### config.mk
export PLATFORM = sky130hd
export DESIGN_NAME = rmps_top
export DESIGN_NICKNAME = d
export VERILOG_FILES = /design/src/rtl/rmps_pkg.sv /design/src/rtl/rmps_sync.sv /design/src/rtl/rmps_tick.sv /design/src/rtl/rmps_top.sv
export SDC_FILE = /design/constraint.sdc
export NUM_CORES = 1
export LEC_CHECK = 0
export BUFFER_PORTS_ARGS = -buffer_cell sky130_fd_sc_hd__buf_2
export CAP_MARGIN = 20
export CORE_ASPECT_RATIO = 0.75
export CORE_UTILIZATION = 40
export CTS_CLUSTER_SIZE = 14
export DETAILED_ROUTE_END_ITERATION = 12
export PLACE_DENSITY_LB_ADDON = 0.08
export SLEW_MARGIN = 30
export SYNTH_ARGS = -nofsm -noshare
export SYNTH_HDL_FRONTEND = slang
export SYNTH_SLANG_ARGS = --single-unit
### constraint.sdc
create_clock -name clk -period 4 [get_ports clk]
set_input_delay 0.2 -clock clk [delete_from_list [all_inputs] [get_ports clk]]
set_output_delay 0.2 -clock clk [all_outputs]
set_load 0.02 [all_outputs]
### src/rtl/rmps_pkg.sv
// Constants and types for the radio parameter set and sleep controller
// Contract
// - Level query returns one byte, 0x06 to 0x36
// - Larger level reading means stronger reception
// - Shared line config accepts 0-2, default 0
// - RTS and binary programming need line config
// - Stop bit select: 0 one, 1 two
// - Serial number upper word is read-only
// - Serial number lower word is read-only
// - Sleep selection accepts 0, 1, 3-8 only
// - Cyclic wake every 0.5 to 16 seconds
// - Selection 0 after reset: always awake
// - Initializer seen while listening: sync, then receive
// - No initializer: back to sleep, keep cycling
// - Idle time 0x10-0xFFFF, default 0x64, 100 ms
// - Sleep after programmed idle time elapses
// - Idle timer acts only in cyclic sleep
package rmps_pkg;
   localparam logic [11:0] OFS_SLEEP_SEL = 12'h004;
   localparam logic [11:0] OFS_IDLE      = 12'h008;
   localparam logic [11:0] OFS_LINE_CFG  = 12'h058;
   localparam logic [11:0] OFS_LEVEL     = 12'h070;
   localparam logic [11:0] OFS_SN_UPPER  = 12'h094;
   localparam logic [11:0] OFS_SN_LOWER  = 12'h098;
   localparam logic [11:0] OFS_STOP      = 12'h0D8;
   localparam logic [11:0] OFS_STATUS    = 12'h0FC;

   localparam logic [3:0]  RST_SLEEP_SEL = 4'h0;
   localparam logic [15:0] RST_IDLE      = 16'h0064;
   localparam logic [1:0]  RST_LINE_CFG  = 2'h0;
   localparam logic        RST_STOP      = 1'b0;
   localparam logic [7:0]  RST_LEVEL     = 8'h06;

   localparam logic [7:0]  LEVEL_MIN     = 8'h06;
   localparam logic [7:0]  LEVEL_MAX     = 8'h36;
   localparam logic [15:0] IDLE_MIN      = 16'h0010;
   localparam logic [1:0]  LINE_OFF      = 2'h0;
   localparam logic [1:0]  LINE_BINPROG  = 2'h1;
   localparam logic [1:0]  LINE_RTS      = 2'h2;
   localparam logic [3:0]  SEL_OFF       = 4'h0;
   localparam logic [3:0]  SEL_PIN       = 4'h1;
   localparam logic [3:0]  SEL_CYC_MIN   = 4'h3;
   localparam logic [3:0]  SEL_CYC_MAX   = 4'h8;

   // Serial number words, arbitrary values
   localparam logic [15:0] SN_UPPER      = 16'h00A5;
   localparam logic [15:0] SN_LOWER      = 16'h5A01;

   localparam int          CLK_PERIOD_NS = 100;
   localparam int          TICK_MS       = 100;
   localparam int          TICK_CYCLES   = TICK_MS * 1000000 / CLK_PERIOD_NS;
   localparam logic [15:0] CYC_BASE_TICKS = 16'h0005;
   localparam logic [15:0] LISTEN_TICKS  = 16'h0001;

   localparam int          STAT_STATE_LSB = 0;
   localparam int          STAT_REJ_BIT   = 4;

   typedef enum logic [1:0] {
      RMPS_ACTIVE,
      RMPS_SLEEP,
      RMPS_LISTEN,
      RMPS_SYNC
   } rmps_state_t;
endpackage

### src/rtl/rmps_sync.sv
// Two-flop synchroniser for pin inputs
`timescale 1ns/1ps
module rmps_sync #(
   parameter int W = 1
) (
   input  wire logic         clk,
   input  wire logic         rst_n,
   input  wire logic [W-1:0] d,
   output logic      [W-1:0] q
);
   logic [W-1:0] meta_q;

   // One chain per bit
   for (genvar i = 0; i < W; i++) begin : g_bit
      always_ff @(posedge clk or negedge rst_n) begin
         if (!rst_n) begin
            meta_q[i] <= 1'b0;
            q[i]      <= 1'b0;
         end else begin
            meta_q[i] <= d[i];
            q[i]      <= meta_q[i];
         end
      end
   end
endmodule

### src/rtl/rmps_tick.sv
// Free-running divider giving one pulse per tick period
`timescale 1ns/1ps
module rmps_tick #(
   parameter int CYCLES = 1000000
) (
   input  wire logic clk,
   input  wire logic rst_n,
   output logic      tick
);
   logic [31:0] cnt_q;

   always_ff @(posedge clk or negedge rst_n) begin
      if (!rst_n) begin
         cnt_q <= 32'h0000_0000;
         tick  <= 1'b0;
      end else if (cnt_q == 32'(CYCLES - 1)) begin
         cnt_q <= 32'h0000_0000;
         tick  <= 1'b1;
      end else begin
         cnt_q <= cnt_q + 32'h0000_0001;
         tick  <= 1'b0;
      end
   end
endmodule

### src/rtl/rmps_top.sv
// Radio parameter set with AHB-Lite access and sleep controller
//
// The AHB-Lite slave port and the register addresses were chosen for this implementation.
`timescale 1ns/1ps
module rmps_top #(
   parameter int TICK_CYCLES = rmps_pkg::TICK_CYCLES
) (
   input  wire logic        clk,
   input  wire logic        rst_n,
   input  wire logic        hsel,
   input  wire logic [31:0] haddr,
   input  wire logic [1:0]  htrans,
   input  wire logic        hwrite,
   input  wire logic [2:0]  hsize,
   input  wire logic [31:0] hwdata,
   input  wire logic        hready,
   output logic             hreadyout,
   output logic             hresp,
   output logic      [31:0] hrdata,
   input  wire logic [7:0]  rx_level,
   input  wire logic        rx_level_valid,
   input  wire logic        tx_active,
   input  wire logic        rx_active,
   input  wire logic        init_detect,
   input  wire logic        init_done,
   input  wire logic        pin_sleep,
   input  wire logic        shared_input_line,
   output logic             low_power_q,
   output logic             listen_q,
   output logic             rx_start_q,
   output logic             stop_two_q,
   output logic             rts_hold_q,
   output logic             bin_prog_q
);
   import rmps_pkg::*;

   logic        pin_sleep_s;
   logic        line_s;
   logic        tick;
   logic        rd_pend_q;
   logic        wr_pend_q;
   logic [11:0] addr_q;
   logic [3:0]  sleep_sel_q;
   logic [15:0] idle_q;
   logic [1:0]  line_cfg_q;
   logic        stop_q;
   logic [7:0]  level_q;
   logic        rej_q;
   logic        rej_set;
   logic [31:0] rd_val;
   logic        cyclic;
   logic [15:0] period;
   rmps_state_t state_q;
   rmps_state_t state_d;
   logic [15:0] tcnt_q;
   logic [15:0] tcnt_d;

   rmps_sync #(
      .W (2)
   ) u_sync (
      .clk   (clk),
      .rst_n (rst_n),
      .d     ({pin_sleep, shared_input_line}),
      .q     ({pin_sleep_s, line_s})
   );

   rmps_tick #(
      .CYCLES (TICK_CYCLES)
   ) u_tick (
      .clk   (clk),
      .rst_n (rst_n),
      .tick  (tick)
   );

   // Bus address phase capture; reads take one wait state
   always_ff @(posedge clk or negedge rst_n) begin
      if (!rst_n) begin
         rd_pend_q <= 1'b0;
         wr_pend_q <= 1'b0;
         addr_q    <= 12'h000;
      end else begin
         rd_pend_q <= 1'b0;
         wr_pend_q <= 1'b0;
         if (hsel && htrans[1] && hready) begin
            rd_pend_q <= !hwrite;
            wr_pend_q <= hwrite;
            addr_q    <= haddr[11:0];
         end
      end
   end

   always_ff @(posedge clk or negedge rst_n) begin
      if (!rst_n) begin
         hreadyout <= 1'b1;
         hresp     <= 1'b0;
         hrdata    <= 32'h0000_0000;
      end else begin
         hresp <= 1'b0;
         if (hsel && htrans[1] && hready && !hwrite) begin
            hreadyout <= 1'b0;
         end else if (rd_pend_q) begin
            hreadyout <= 1'b1;
            hrdata    <= rd_val;
         end
      end
   end

   // Read mux, unmapped reads as zero
   always_comb begin
      rd_val = 32'h0000_0000;
      case (addr_q)
         OFS_SLEEP_SEL: rd_val[3:0] = sleep_sel_q;
         OFS_IDLE:      rd_val[15:0] = idle_q;
         OFS_LINE_CFG:  rd_val[1:0] = line_cfg_q;
         OFS_LEVEL:     rd_val[7:0] = level_q;
         OFS_SN_UPPER:  rd_val[15:0] = SN_UPPER;
         OFS_SN_LOWER:  rd_val[15:0] = SN_LOWER;
         OFS_STOP:      rd_val[0] = stop_q;
         OFS_STATUS: begin
            rd_val[STAT_STATE_LSB +: 2] = state_q;
            rd_val[STAT_REJ_BIT]        = rej_q;
         end
         default:       rd_val = 32'h0000_0000;
      endcase
   end

   always_comb begin
      rej_set = 1'b0;
      if (wr_pend_q) begin
         case (addr_q)
            OFS_SLEEP_SEL: rej_set = (hwdata > 32'(SEL_CYC_MAX)) || (hwdata == 32'(4'h2));
            OFS_IDLE:      rej_set = (hwdata > 32'h0000_FFFF) || (hwdata < 32'(IDLE_MIN));
            OFS_LINE_CFG:  rej_set = hwdata > 32'(LINE_RTS);
            OFS_STOP:      rej_set = hwdata > 32'h0000_0001;
            default:       rej_set = 1'b0;
         endcase
      end
   end

   always_ff @(posedge clk or negedge rst_n) begin
      if (!rst_n) begin
         line_cfg_q <= RST_LINE_CFG;
      end else if (wr_pend_q && addr_q == OFS_LINE_CFG && !rej_set) begin
         line_cfg_q <= hwdata[1:0];
      end
   end

   always_ff @(posedge clk or negedge rst_n) begin
      if (!rst_n) begin
         stop_q <= RST_STOP;
      end else if (wr_pend_q && addr_q == OFS_STOP && !rej_set) begin
         stop_q <= hwdata[0];
      end
   end

   always_ff @(posedge clk or negedge rst_n) begin
      if (!rst_n) begin
         sleep_sel_q <= RST_SLEEP_SEL;
      end else if (wr_pend_q && addr_q == OFS_SLEEP_SEL && !rej_set) begin
         sleep_sel_q <= hwdata[3:0];
      end
   end

   always_ff @(posedge clk or negedge rst_n) begin
      if (!rst_n) begin
         idle_q <= RST_IDLE;
      end else if (wr_pend_q && addr_q == OFS_IDLE && !rej_set) begin
         idle_q <= hwdata[15:0];
      end
   end

   // Sticky reject flag, set wins over clear
   always_ff @(posedge clk or negedge rst_n) begin
      if (!rst_n) begin
         rej_q <= 1'b0;
      end else if (rej_set) begin
         rej_q <= 1'b1;
      end else if (wr_pend_q && addr_q == OFS_STATUS && hwdata[STAT_REJ_BIT]) begin
         rej_q <= 1'b0;
      end
   end

   // Clamp level so larger is stronger
   always_ff @(posedge clk or negedge rst_n) begin
      if (!rst_n) begin
         level_q <= RST_LEVEL;
      end else if (rx_level_valid) begin
         if (rx_level > LEVEL_MAX) begin
            level_q <= LEVEL_MAX;
         end else if (rx_level < LEVEL_MIN) begin
            level_q <= LEVEL_MIN;
         end else begin
            level_q <= rx_level;
         end
      end
   end

   always_ff @(posedge clk or negedge rst_n) begin
      if (!rst_n) begin
         rts_hold_q <= 1'b0;
         bin_prog_q <= 1'b0;
         stop_two_q <= 1'b0;
      end else begin
         rts_hold_q <= (line_cfg_q == LINE_RTS) && line_s;
         bin_prog_q <= (line_cfg_q == LINE_BINPROG) && line_s;
         stop_two_q <= stop_q;
      end
   end

   assign cyclic = (sleep_sel_q >= SEL_CYC_MIN) && (sleep_sel_q <= SEL_CYC_MAX);
   // Period doubles from 0.5 s per step
   assign period = cyclic ? (CYC_BASE_TICKS << (sleep_sel_q - SEL_CYC_MIN)) : CYC_BASE_TICKS;

   // Sleep sequencing
   always_comb begin
      state_d = state_q;
      tcnt_d  = tcnt_q;
      if (sleep_sel_q == SEL_OFF) begin
         state_d = RMPS_ACTIVE;
         tcnt_d  = 16'h0000;
      end else if (sleep_sel_q == SEL_PIN) begin
         state_d = pin_sleep_s ? RMPS_SLEEP : RMPS_ACTIVE;
         tcnt_d  = 16'h0000;
      end else begin
         case (state_q)
            RMPS_ACTIVE: begin
               if (tx_active || rx_active) begin
                  tcnt_d = 16'h0000;
               end else if (tcnt_q >= idle_q) begin
                  state_d = RMPS_SLEEP;
                  tcnt_d  = 16'h0000;
               end else if (tick) begin
                  tcnt_d = tcnt_q + 16'h0001;
               end
            end
            RMPS_SLEEP: begin
               if (tick) begin
                  tcnt_d = tcnt_q + 16'h0001;
                  if (tcnt_q + 16'h0001 >= period) begin
                     state_d = RMPS_LISTEN;
                     tcnt_d  = 16'h0000;
                  end
               end
            end
            RMPS_LISTEN: begin
               if (init_detect) begin
                  state_d = RMPS_SYNC;
                  tcnt_d  = 16'h0000;
               end else if (tick) begin
                  tcnt_d = tcnt_q + 16'h0001;
                  if (tcnt_q + 16'h0001 >= LISTEN_TICKS) begin
                     state_d = RMPS_SLEEP;
                     tcnt_d  = 16'h0000;
                  end
               end
            end
            RMPS_SYNC: begin
               if (init_done) begin
                  state_d = RMPS_ACTIVE;
                  tcnt_d  = 16'h0000;
               end
            end
            default: begin
               state_d = RMPS_ACTIVE;
               tcnt_d  = 16'h0000;
            end
         endcase
      end
   end

   always_ff @(posedge clk or negedge rst_n) begin
      if (!rst_n) begin
         state_q <= RMPS_ACTIVE;
         tcnt_q  <= 16'h0000;
      end else begin
         state_q <= state_d;
         tcnt_q  <= tcnt_d;
      end
   end

   always_ff @(posedge clk or negedge rst_n) begin
      if (!rst_n) begin
         low_power_q <= 1'b0;
         listen_q    <= 1'b0;
         rx_start_q  <= 1'b0;
      end else begin
         low_power_q <= state_d == RMPS_SLEEP;
         listen_q    <= state_d == RMPS_LISTEN;
         rx_start_q  <= (state_q == RMPS_SYNC) && (state_d == RMPS_ACTIVE);
      end
   end

   a_level_range: assert property (
      @(posedge clk) disable iff (!rst_n)
      (level_q >= LEVEL_MIN) && (level_q <= LEVEL_MAX))
      else $error("level reading left its range");

   a_level_strong: assert property (
      @(posedge clk) disable iff (!rst_n)
      rx_level_valid && (rx_level >= LEVEL_MAX) |=> level_q == LEVEL_MAX)
      else $error("strong signal not shown as maximum");

   a_line_gate: assert property (
      @(posedge clk) disable iff (!rst_n)
      !(rts_hold_q && $past(line_cfg_q) != LINE_RTS) && !(bin_prog_q && $past(line_cfg_q) != LINE_BINPROG))
      else $error("shared line acted without its function");

   a_sel_reject: assert property (
      @(posedge clk) disable iff (!rst_n)
      wr_pend_q && addr_q == OFS_SLEEP_SEL && hwdata == 32'h0000_0002 |=> $stable(sleep_sel_q))
      else $error("illegal sleep selection accepted");

   a_idle_floor: assert property (
      @(posedge clk) disable iff (!rst_n)
      idle_q >= IDLE_MIN)
      else $error("idle time below its floor");

   a_off_awake: assert property (
      @(posedge clk) disable iff (!rst_n)
      sleep_sel_q == SEL_OFF |=> !low_power_q && !listen_q)
      else $error("low power while sleep disabled");

   a_idle_restart: assert property (
      @(posedge clk) disable iff (!rst_n)
      state_q == RMPS_ACTIVE && (tx_active || rx_active) |=> tcnt_q == 16'h0000)
      else $error("activity did not restart idle count");

   a_sync_start: assert property (
      @(posedge clk) disable iff (!rst_n)
      state_q == RMPS_LISTEN && init_detect && cyclic && !wr_pend_q |=> state_q == RMPS_SYNC)
      else $error("initializer missed while listening");

   a_rd_answer: assert property (
      @(posedge clk) disable iff (!rst_n)
      rd_pend_q |=> hreadyout && $past(!hreadyout))
      else $error("read answer not given after one wait");
endmodule

=== Yosys cells after proc, flatten, opt, wreduce, memory -nomap -nowiden ===
Cells that the tools add are included.

* Register bits after elaboration: 124
* Output and inout bits: 40

* Add/sub/neg operators: 3
* Magnitude comparators: 12
* Eq/ne operators: 22
* Shift operators: 1
* Mux-type cells: 43
* Bitwise logic cells: 1
* Reductions and logical operators: 30

{| class="wikitable"
|+ Operators by type and width
! cell !! count
|-
| $mux W16 || 12
|-
| $pmux W16 S4 || 1
|-
| $eq A12 B8 Y1 const B || 4
|-
| $add A32 B1 Y32 const B || 1
|-
| $eq A32 B2 Y1 const B || 1
|-
| $eq A32 B20 Y1 const B || 1
|-
| $ge A16 B16 Y1 || 2
|-
| $gt A32 B1 Y1 const B || 1
|-
| $gt A32 B16 Y1 const B || 1
|-
| $gt A32 B2 Y1 const B || 1
|-
| $gt A32 B4 Y1 const B || 1
|-
| $lt A32 B5 Y1 const B || 1
|-
| $mux W32 || 1
|-
| $eq A12 B7 Y1 const B || 2
|-
| $mux W2 || 10
|-
| $logic_and A1 B1 Y1 || 17
|-
| $add A16 B1 Y16 const B || 1
|-
| $ge A16 B1 Y1 const B || 1
|-
| $mux W8 || 2
|-
| $pmux W2 S4 || 2
|-
| $pmux W8 S2 || 1
|-
| $shl A3 B4 Y16 const A || 1
|-
| $eq A12 B3 Y1 const B || 1
|-
| $eq A12 B4 Y1 const B || 1
|-
| other kinds (27) || 45
|}

=== Longest topological paths before layout ===
* Depth in word-level cells: 11
* Depth in mapped cells: 16
* Mapped depth without buffers: 14

=== Cells and area by module ===
A second synthesis with hierarchy kept.

* Cells, all modules: 712
* Area, all modules: 7,026.7 sq um

{| class="wikitable"
|+ By module, submodules not included
! module !! times used !! cells each !! area an instance (sq um) !! sequential area each (sq um)
|-
| rmps_top || 1 || 559 || 5,362.6 || 2,184.6
|-
| rmps_tick || 1 || 149 || 1,564.0 || 825.8
|-
| rmps_sync || 1 || 4 || 100.1 || 100.1
|}

=== Worst setup path after synthesis ===
OpenSTA, ideal clock, no wires.

* Kind: reg2reg
* Start: register tcnt_q[2]
* End: register tcnt_q[2]
* Data arrival time: 3.271 ns
* Data required time: 3.922 ns
* Slack: 0.651 ns
* Cell stages (with the launch flop): 16
* Buffers on the path: 2
* Period minus slack after synthesis: 3.349 ns
* Path through: dfrtp_1 buf_2 nand3_1 buf_2 nor2_1 nand3_1 xnor2_1 ha_1 nand4_1 nor2_1 a211oi_1 a21oi_1 nor3_1 nor3_2 or4b_1 a21oi_1

* Word-level cells in the longest chain between the ends: 8

{| class="wikitable"
|+ RTL lines
! element !! RTL line !! source
|-
| start: declaration || rmps_top.sv:55 || <nowiki>logic [15:0] tcnt_q;</nowiki>
|-
| start signal: assignment || rmps_top.sv:277 || <nowiki>tcnt_q <= tcnt_d;</nowiki>
|-
| $add A16 B1 Y16 || n/a ||
|-
| $ge A16 B1 Y1 || rmps_top.sv:251 || <nowiki>if (tcnt_q + 16'h0001 >= LISTEN_TICKS) begin</nowiki>
|-
| $mux W16 || rmps_top.sv:251 ||
|-
| $mux W16 || rmps_top.sv:249 || <nowiki>end else if (tick) begin</nowiki>
|-
| $mux W16 || rmps_top.sv:246 || <nowiki>if (init_detect) begin</nowiki>
|-
| $pmux W16 S4 || rmps_top.sv:225 || <nowiki>case (state_q)</nowiki>
|-
| $mux W16 || rmps_top.sv:221 || <nowiki>end else if (sleep_sel_q == SEL_PIN) begin</nowiki>
|-
| $mux W16 || rmps_top.sv:218 || <nowiki>if (sleep_sel_q == SEL_OFF) begin</nowiki>
|}

Several ways; a longest one is shown, not always the timed one. The select of a mux whose other input is x is not followed.
A chain may end at the register's enable or synchronous reset.

=== Worst setup path in the final report ===
* Start: register tcnt_q[1]
* End: register tcnt_q[2]

The elaborated chain is that of the path after synthesis.

==> flow_summary.json <==
{
  "period_needed_ns": 3.62,
  "synth_fa_ha_area_share_pct": 6.39,
  "syn_avg_cell_area_um2": 10.0,
  "clk_latency_ns": 0.42,
  "ys_types": 63,
  "post_cts_buffers": 0,
  "gr-total-overflow": 0,
  "yosys.area.top_type": "dfrtp_1",
  "die_w_um": 153,
  "synthToLayoutAreaGrowth_pct": 21.5,
  "startpoint_type": "flip-flop",
  "dp_slack_ns": 0.337,
  "path_max_fanout": 7,
  "synthFlopType": "dfrtp_1",
  "async_flop_share_pct": 100,
  "first_global_vias": 5396,
  "synth_common_cells": "dfrtp_1 (118), nand2_1 (52), nor2_1 (51)",
  "postRouteAntennaNets": 0,
  "worst_slack_ns": 0.377,
  "powerDensity_nw_per_um2": 383,
  "cts_tree": "built",
  "synth_most_common_cell": "dfrtp_1",
  "portBuffers": 87,
  "grt_usage_pct": 19.9,
  "placed_cell_area_um2": 7550,
  "drv_cap": 0,
  "io_pins": 129,
  "power.leakage_uw": 0.00394,
  "wl_per_cell_um": 16.0,
  "setup_tns_ns": 0,
  "start_util_pct": 40.9,
  "final_nets": 924,
  "arrival_ns": 3.96,
  "cts_root_buf": "clkbuf_16",
  "cts_made_buffers": 17,
  "yosysTopAreaCellShare_pct": 43.1,
  "drt-total-wl_um": 16400,
  "clk_path_buf_depth": 2,
  "fin_crit_sh_pct": 90.6,
  "finalCoreUtilization_pct": 49.6,
  "finClkSkew_ns": 0.00581,
  "hold_path_class": "in -> reg",
  "layout.cell_area.non_filler_um2": 8330,
  "status": "finished clean",
  "cp_slowest_stage_delay_ns": 0.49,
  "critical_path_buf_inv_count": 2,
  "die-area_um2": 17700,
  "yosys-top-cells-area": "dfrtp_1 (43%), ha_1 (6.4%), mux2_2 (6.1%), xnor2_1 (3.3%), nand3_1 (3.1%)",
  "cpMaxStageDelayCell": "or4b_1",
  "drtPass1Iterations": 4,
  "path_clk_slew_ns": 0.06,
  "drv_slew": 0,
  "dieHeight_um": 115,
  "grt_max_degree": 71,
  "crit_path_end_kind": "flip-flop",
  "place.gp.congestion": 0.824,
  "vias_per_cell": 5.30,
  "fmax_mhz": 276,
  "synth-xor-area-share_pct": 5.62,
  "htreeDepth": 4,
  "synth-edff-count": 0,
  "dr.first_iter.drc_count": 349,
  "crit_required_ns": 4.34,
  "drive_above_1_share_pct": 23.9,
  "relSlewSlack_pct": 39.7,
  "synthCells": 684,
  "hold_viol": 0,
  "synth.area.mux_share_pct": 6.52,
  "ys_warn_count": 0,
  "setup_violations": 0,
  "via_count": 5450,
  "irDropWorstVdd_mv": 0.210,
  "criticalPathCategory": "reg -> reg",
  "cp_cell_sequence": "nand3_1, buf_4, nor3_2, nand3_1, xnor2_1, ha_1, a21oi_1, o21ai_0, nor3_1, nor3_2, buf_4, or4b_1, a21oi_1",
  "hpwlAfterDp_um": 12000,
  "cpLargestDelayFamily": "simple AND/OR/NAND/NOR gates",
  "worst_pin_slew_ns": 0.898,
  "synthesis.area_um2": 6850,
  "coreArea_um2": 16800,
  "synth_simple_gate_area_share_pct": 18.8,
  "antenna_found_initial": 0,
  "core.rowCount": 41,
  "synth-seq-cells": 124,
  "synth_compound_area_share_pct": 11.7,
  "drcViolationCount": 0,
  "seq_area_frac_synth_pct": 45.4,
  "synth_top_family_by_area": "simple AND/OR/NAND/NOR gates",
  "rsz0062_at_grt": "false",
  "clock_sinks": 124,
  "diodes": 0,
  "grt_pass1_wl_um": 27100
}
## report_power, final
part | internal [µW] | total, µW | switching (µW)
logic | 77.7 | 180 | 103
clock network | 1100 | 1680 | 582
registers | 1290 | 1330 | 34.9
total | 2470 | 3190 | 719
## state kept, by name (all words and copies together), names as in the netlist, 2 cells and up
register / cells
addr_q: 12
hrdata: 16
idle_q: 16
level_q: 8
line_cfg_q: 2
sleep_sel_q: 4
state_q: 2
tcnt_q: 16
u_sync.meta_q: 2
u_sync.q: 2
u_tick.cnt_q: 32
## area by class of cell
cell class                 count  area (µm²)
fill                        1555        8450
multi-input combinational    505        3460
sequential                   124        3110
timing repair buffer         119         712
clock buffer                  21         470
tap                          215         269
clock inverter                11         179
inverter                      33         124
## cells in the final DEF, fill, tap and decap left out, types with 21 or more instances in the layout
master   instances
xnor2_1         26
buf_2           86
conb_1          25
dfrtp_1        118
nor2_1          50
nand2_1         52
ha_1            34
nor3_1          21
o21ai_0         23
inv_1           33
nand3_1         42
mux2_2          37
## routing by layer
metal  wire, µm  part of all wire (%)  track usage, %
met3        838                   5.1            4.52
met5          0                     0               0
met4        194                   1.2            6.94
met1       8470                    52            28.5
met2       6920                    42            29.6
## per-stage QoR
stage               hold WS, ns  instances  total power [µW]
finish                   0.0305       1028              3190
global route             0.0190       1028              3310
CTS                     0.00660       1028              3240
detailed placement        0.310        984              1520
global placement          0.309        984              1520
floorplan               -0.0956        707              1440
## kinds of logic after synthesis
group	count (synthesis)
multiplexers	40
AO/OA/AOI/OAI	116
buffers and inverters	78
AND/OR/NAND/NOR	245
adder cells (fa/ha/maj)	35
XOR/XNOR	44
flip-flops	124
other	2
## worst reg2reg max path: stages, from the launching register on
cell and delay [ns]:
dfrtp_1 0.46, nand3_1 0.28, buf_4 0.24, nor3_2 0.36, nand3_1 0.15, xnor2_1 0.28, ha_1 0.31, a21oi_1 0.14
o21ai_0 0.15, nor3_1 0.27, nor3_2 0.10, buf_4 0.15, or4b_1 0.49, a21oi_1 0.16
## path summary, 6_finish.rpt
| path | from | end | slack [ns] | cells after the start |
|---|---|---|---|---|
| setup / recovery | tcnt_q[1]$_DFFE_PN0P_ | tcnt_q[2]$_DFFE_PN0P_ | 0.38 | 13 |
| hold / removal | haddr[6] | addr_q[6]$_DFFE_PN0P_ | 0.03 | 2 |
| setup reg to reg | tcnt_q[1]$_DFFE_PN0P_ | tcnt_q[2]$_DFFE_PN0P_ | 0.38 | 13 |
| hold reg to reg | u_sync.meta_q[0]$_DFF_PN0_ | u_sync.q[0]$_DFF_PN0_ | 0.35 | 0 |
| max in group asynchronous | rst_n | hreadyout$_DFFE_PN1P_ | 2.78 | 3 |
| min in group asynchronous | rst_n | hrdata[14]$_DFFE_PN0P_ | 0.35 | 2 |
## repair_timing
item | CTS | global route
hold buffers | 12 | 0
endpoints found under the setup margin | 0 | 5
resized for setup | 0 | 1
endpoints found under the hold margin | 74 | 0
(Power assumes the default switching activity.)
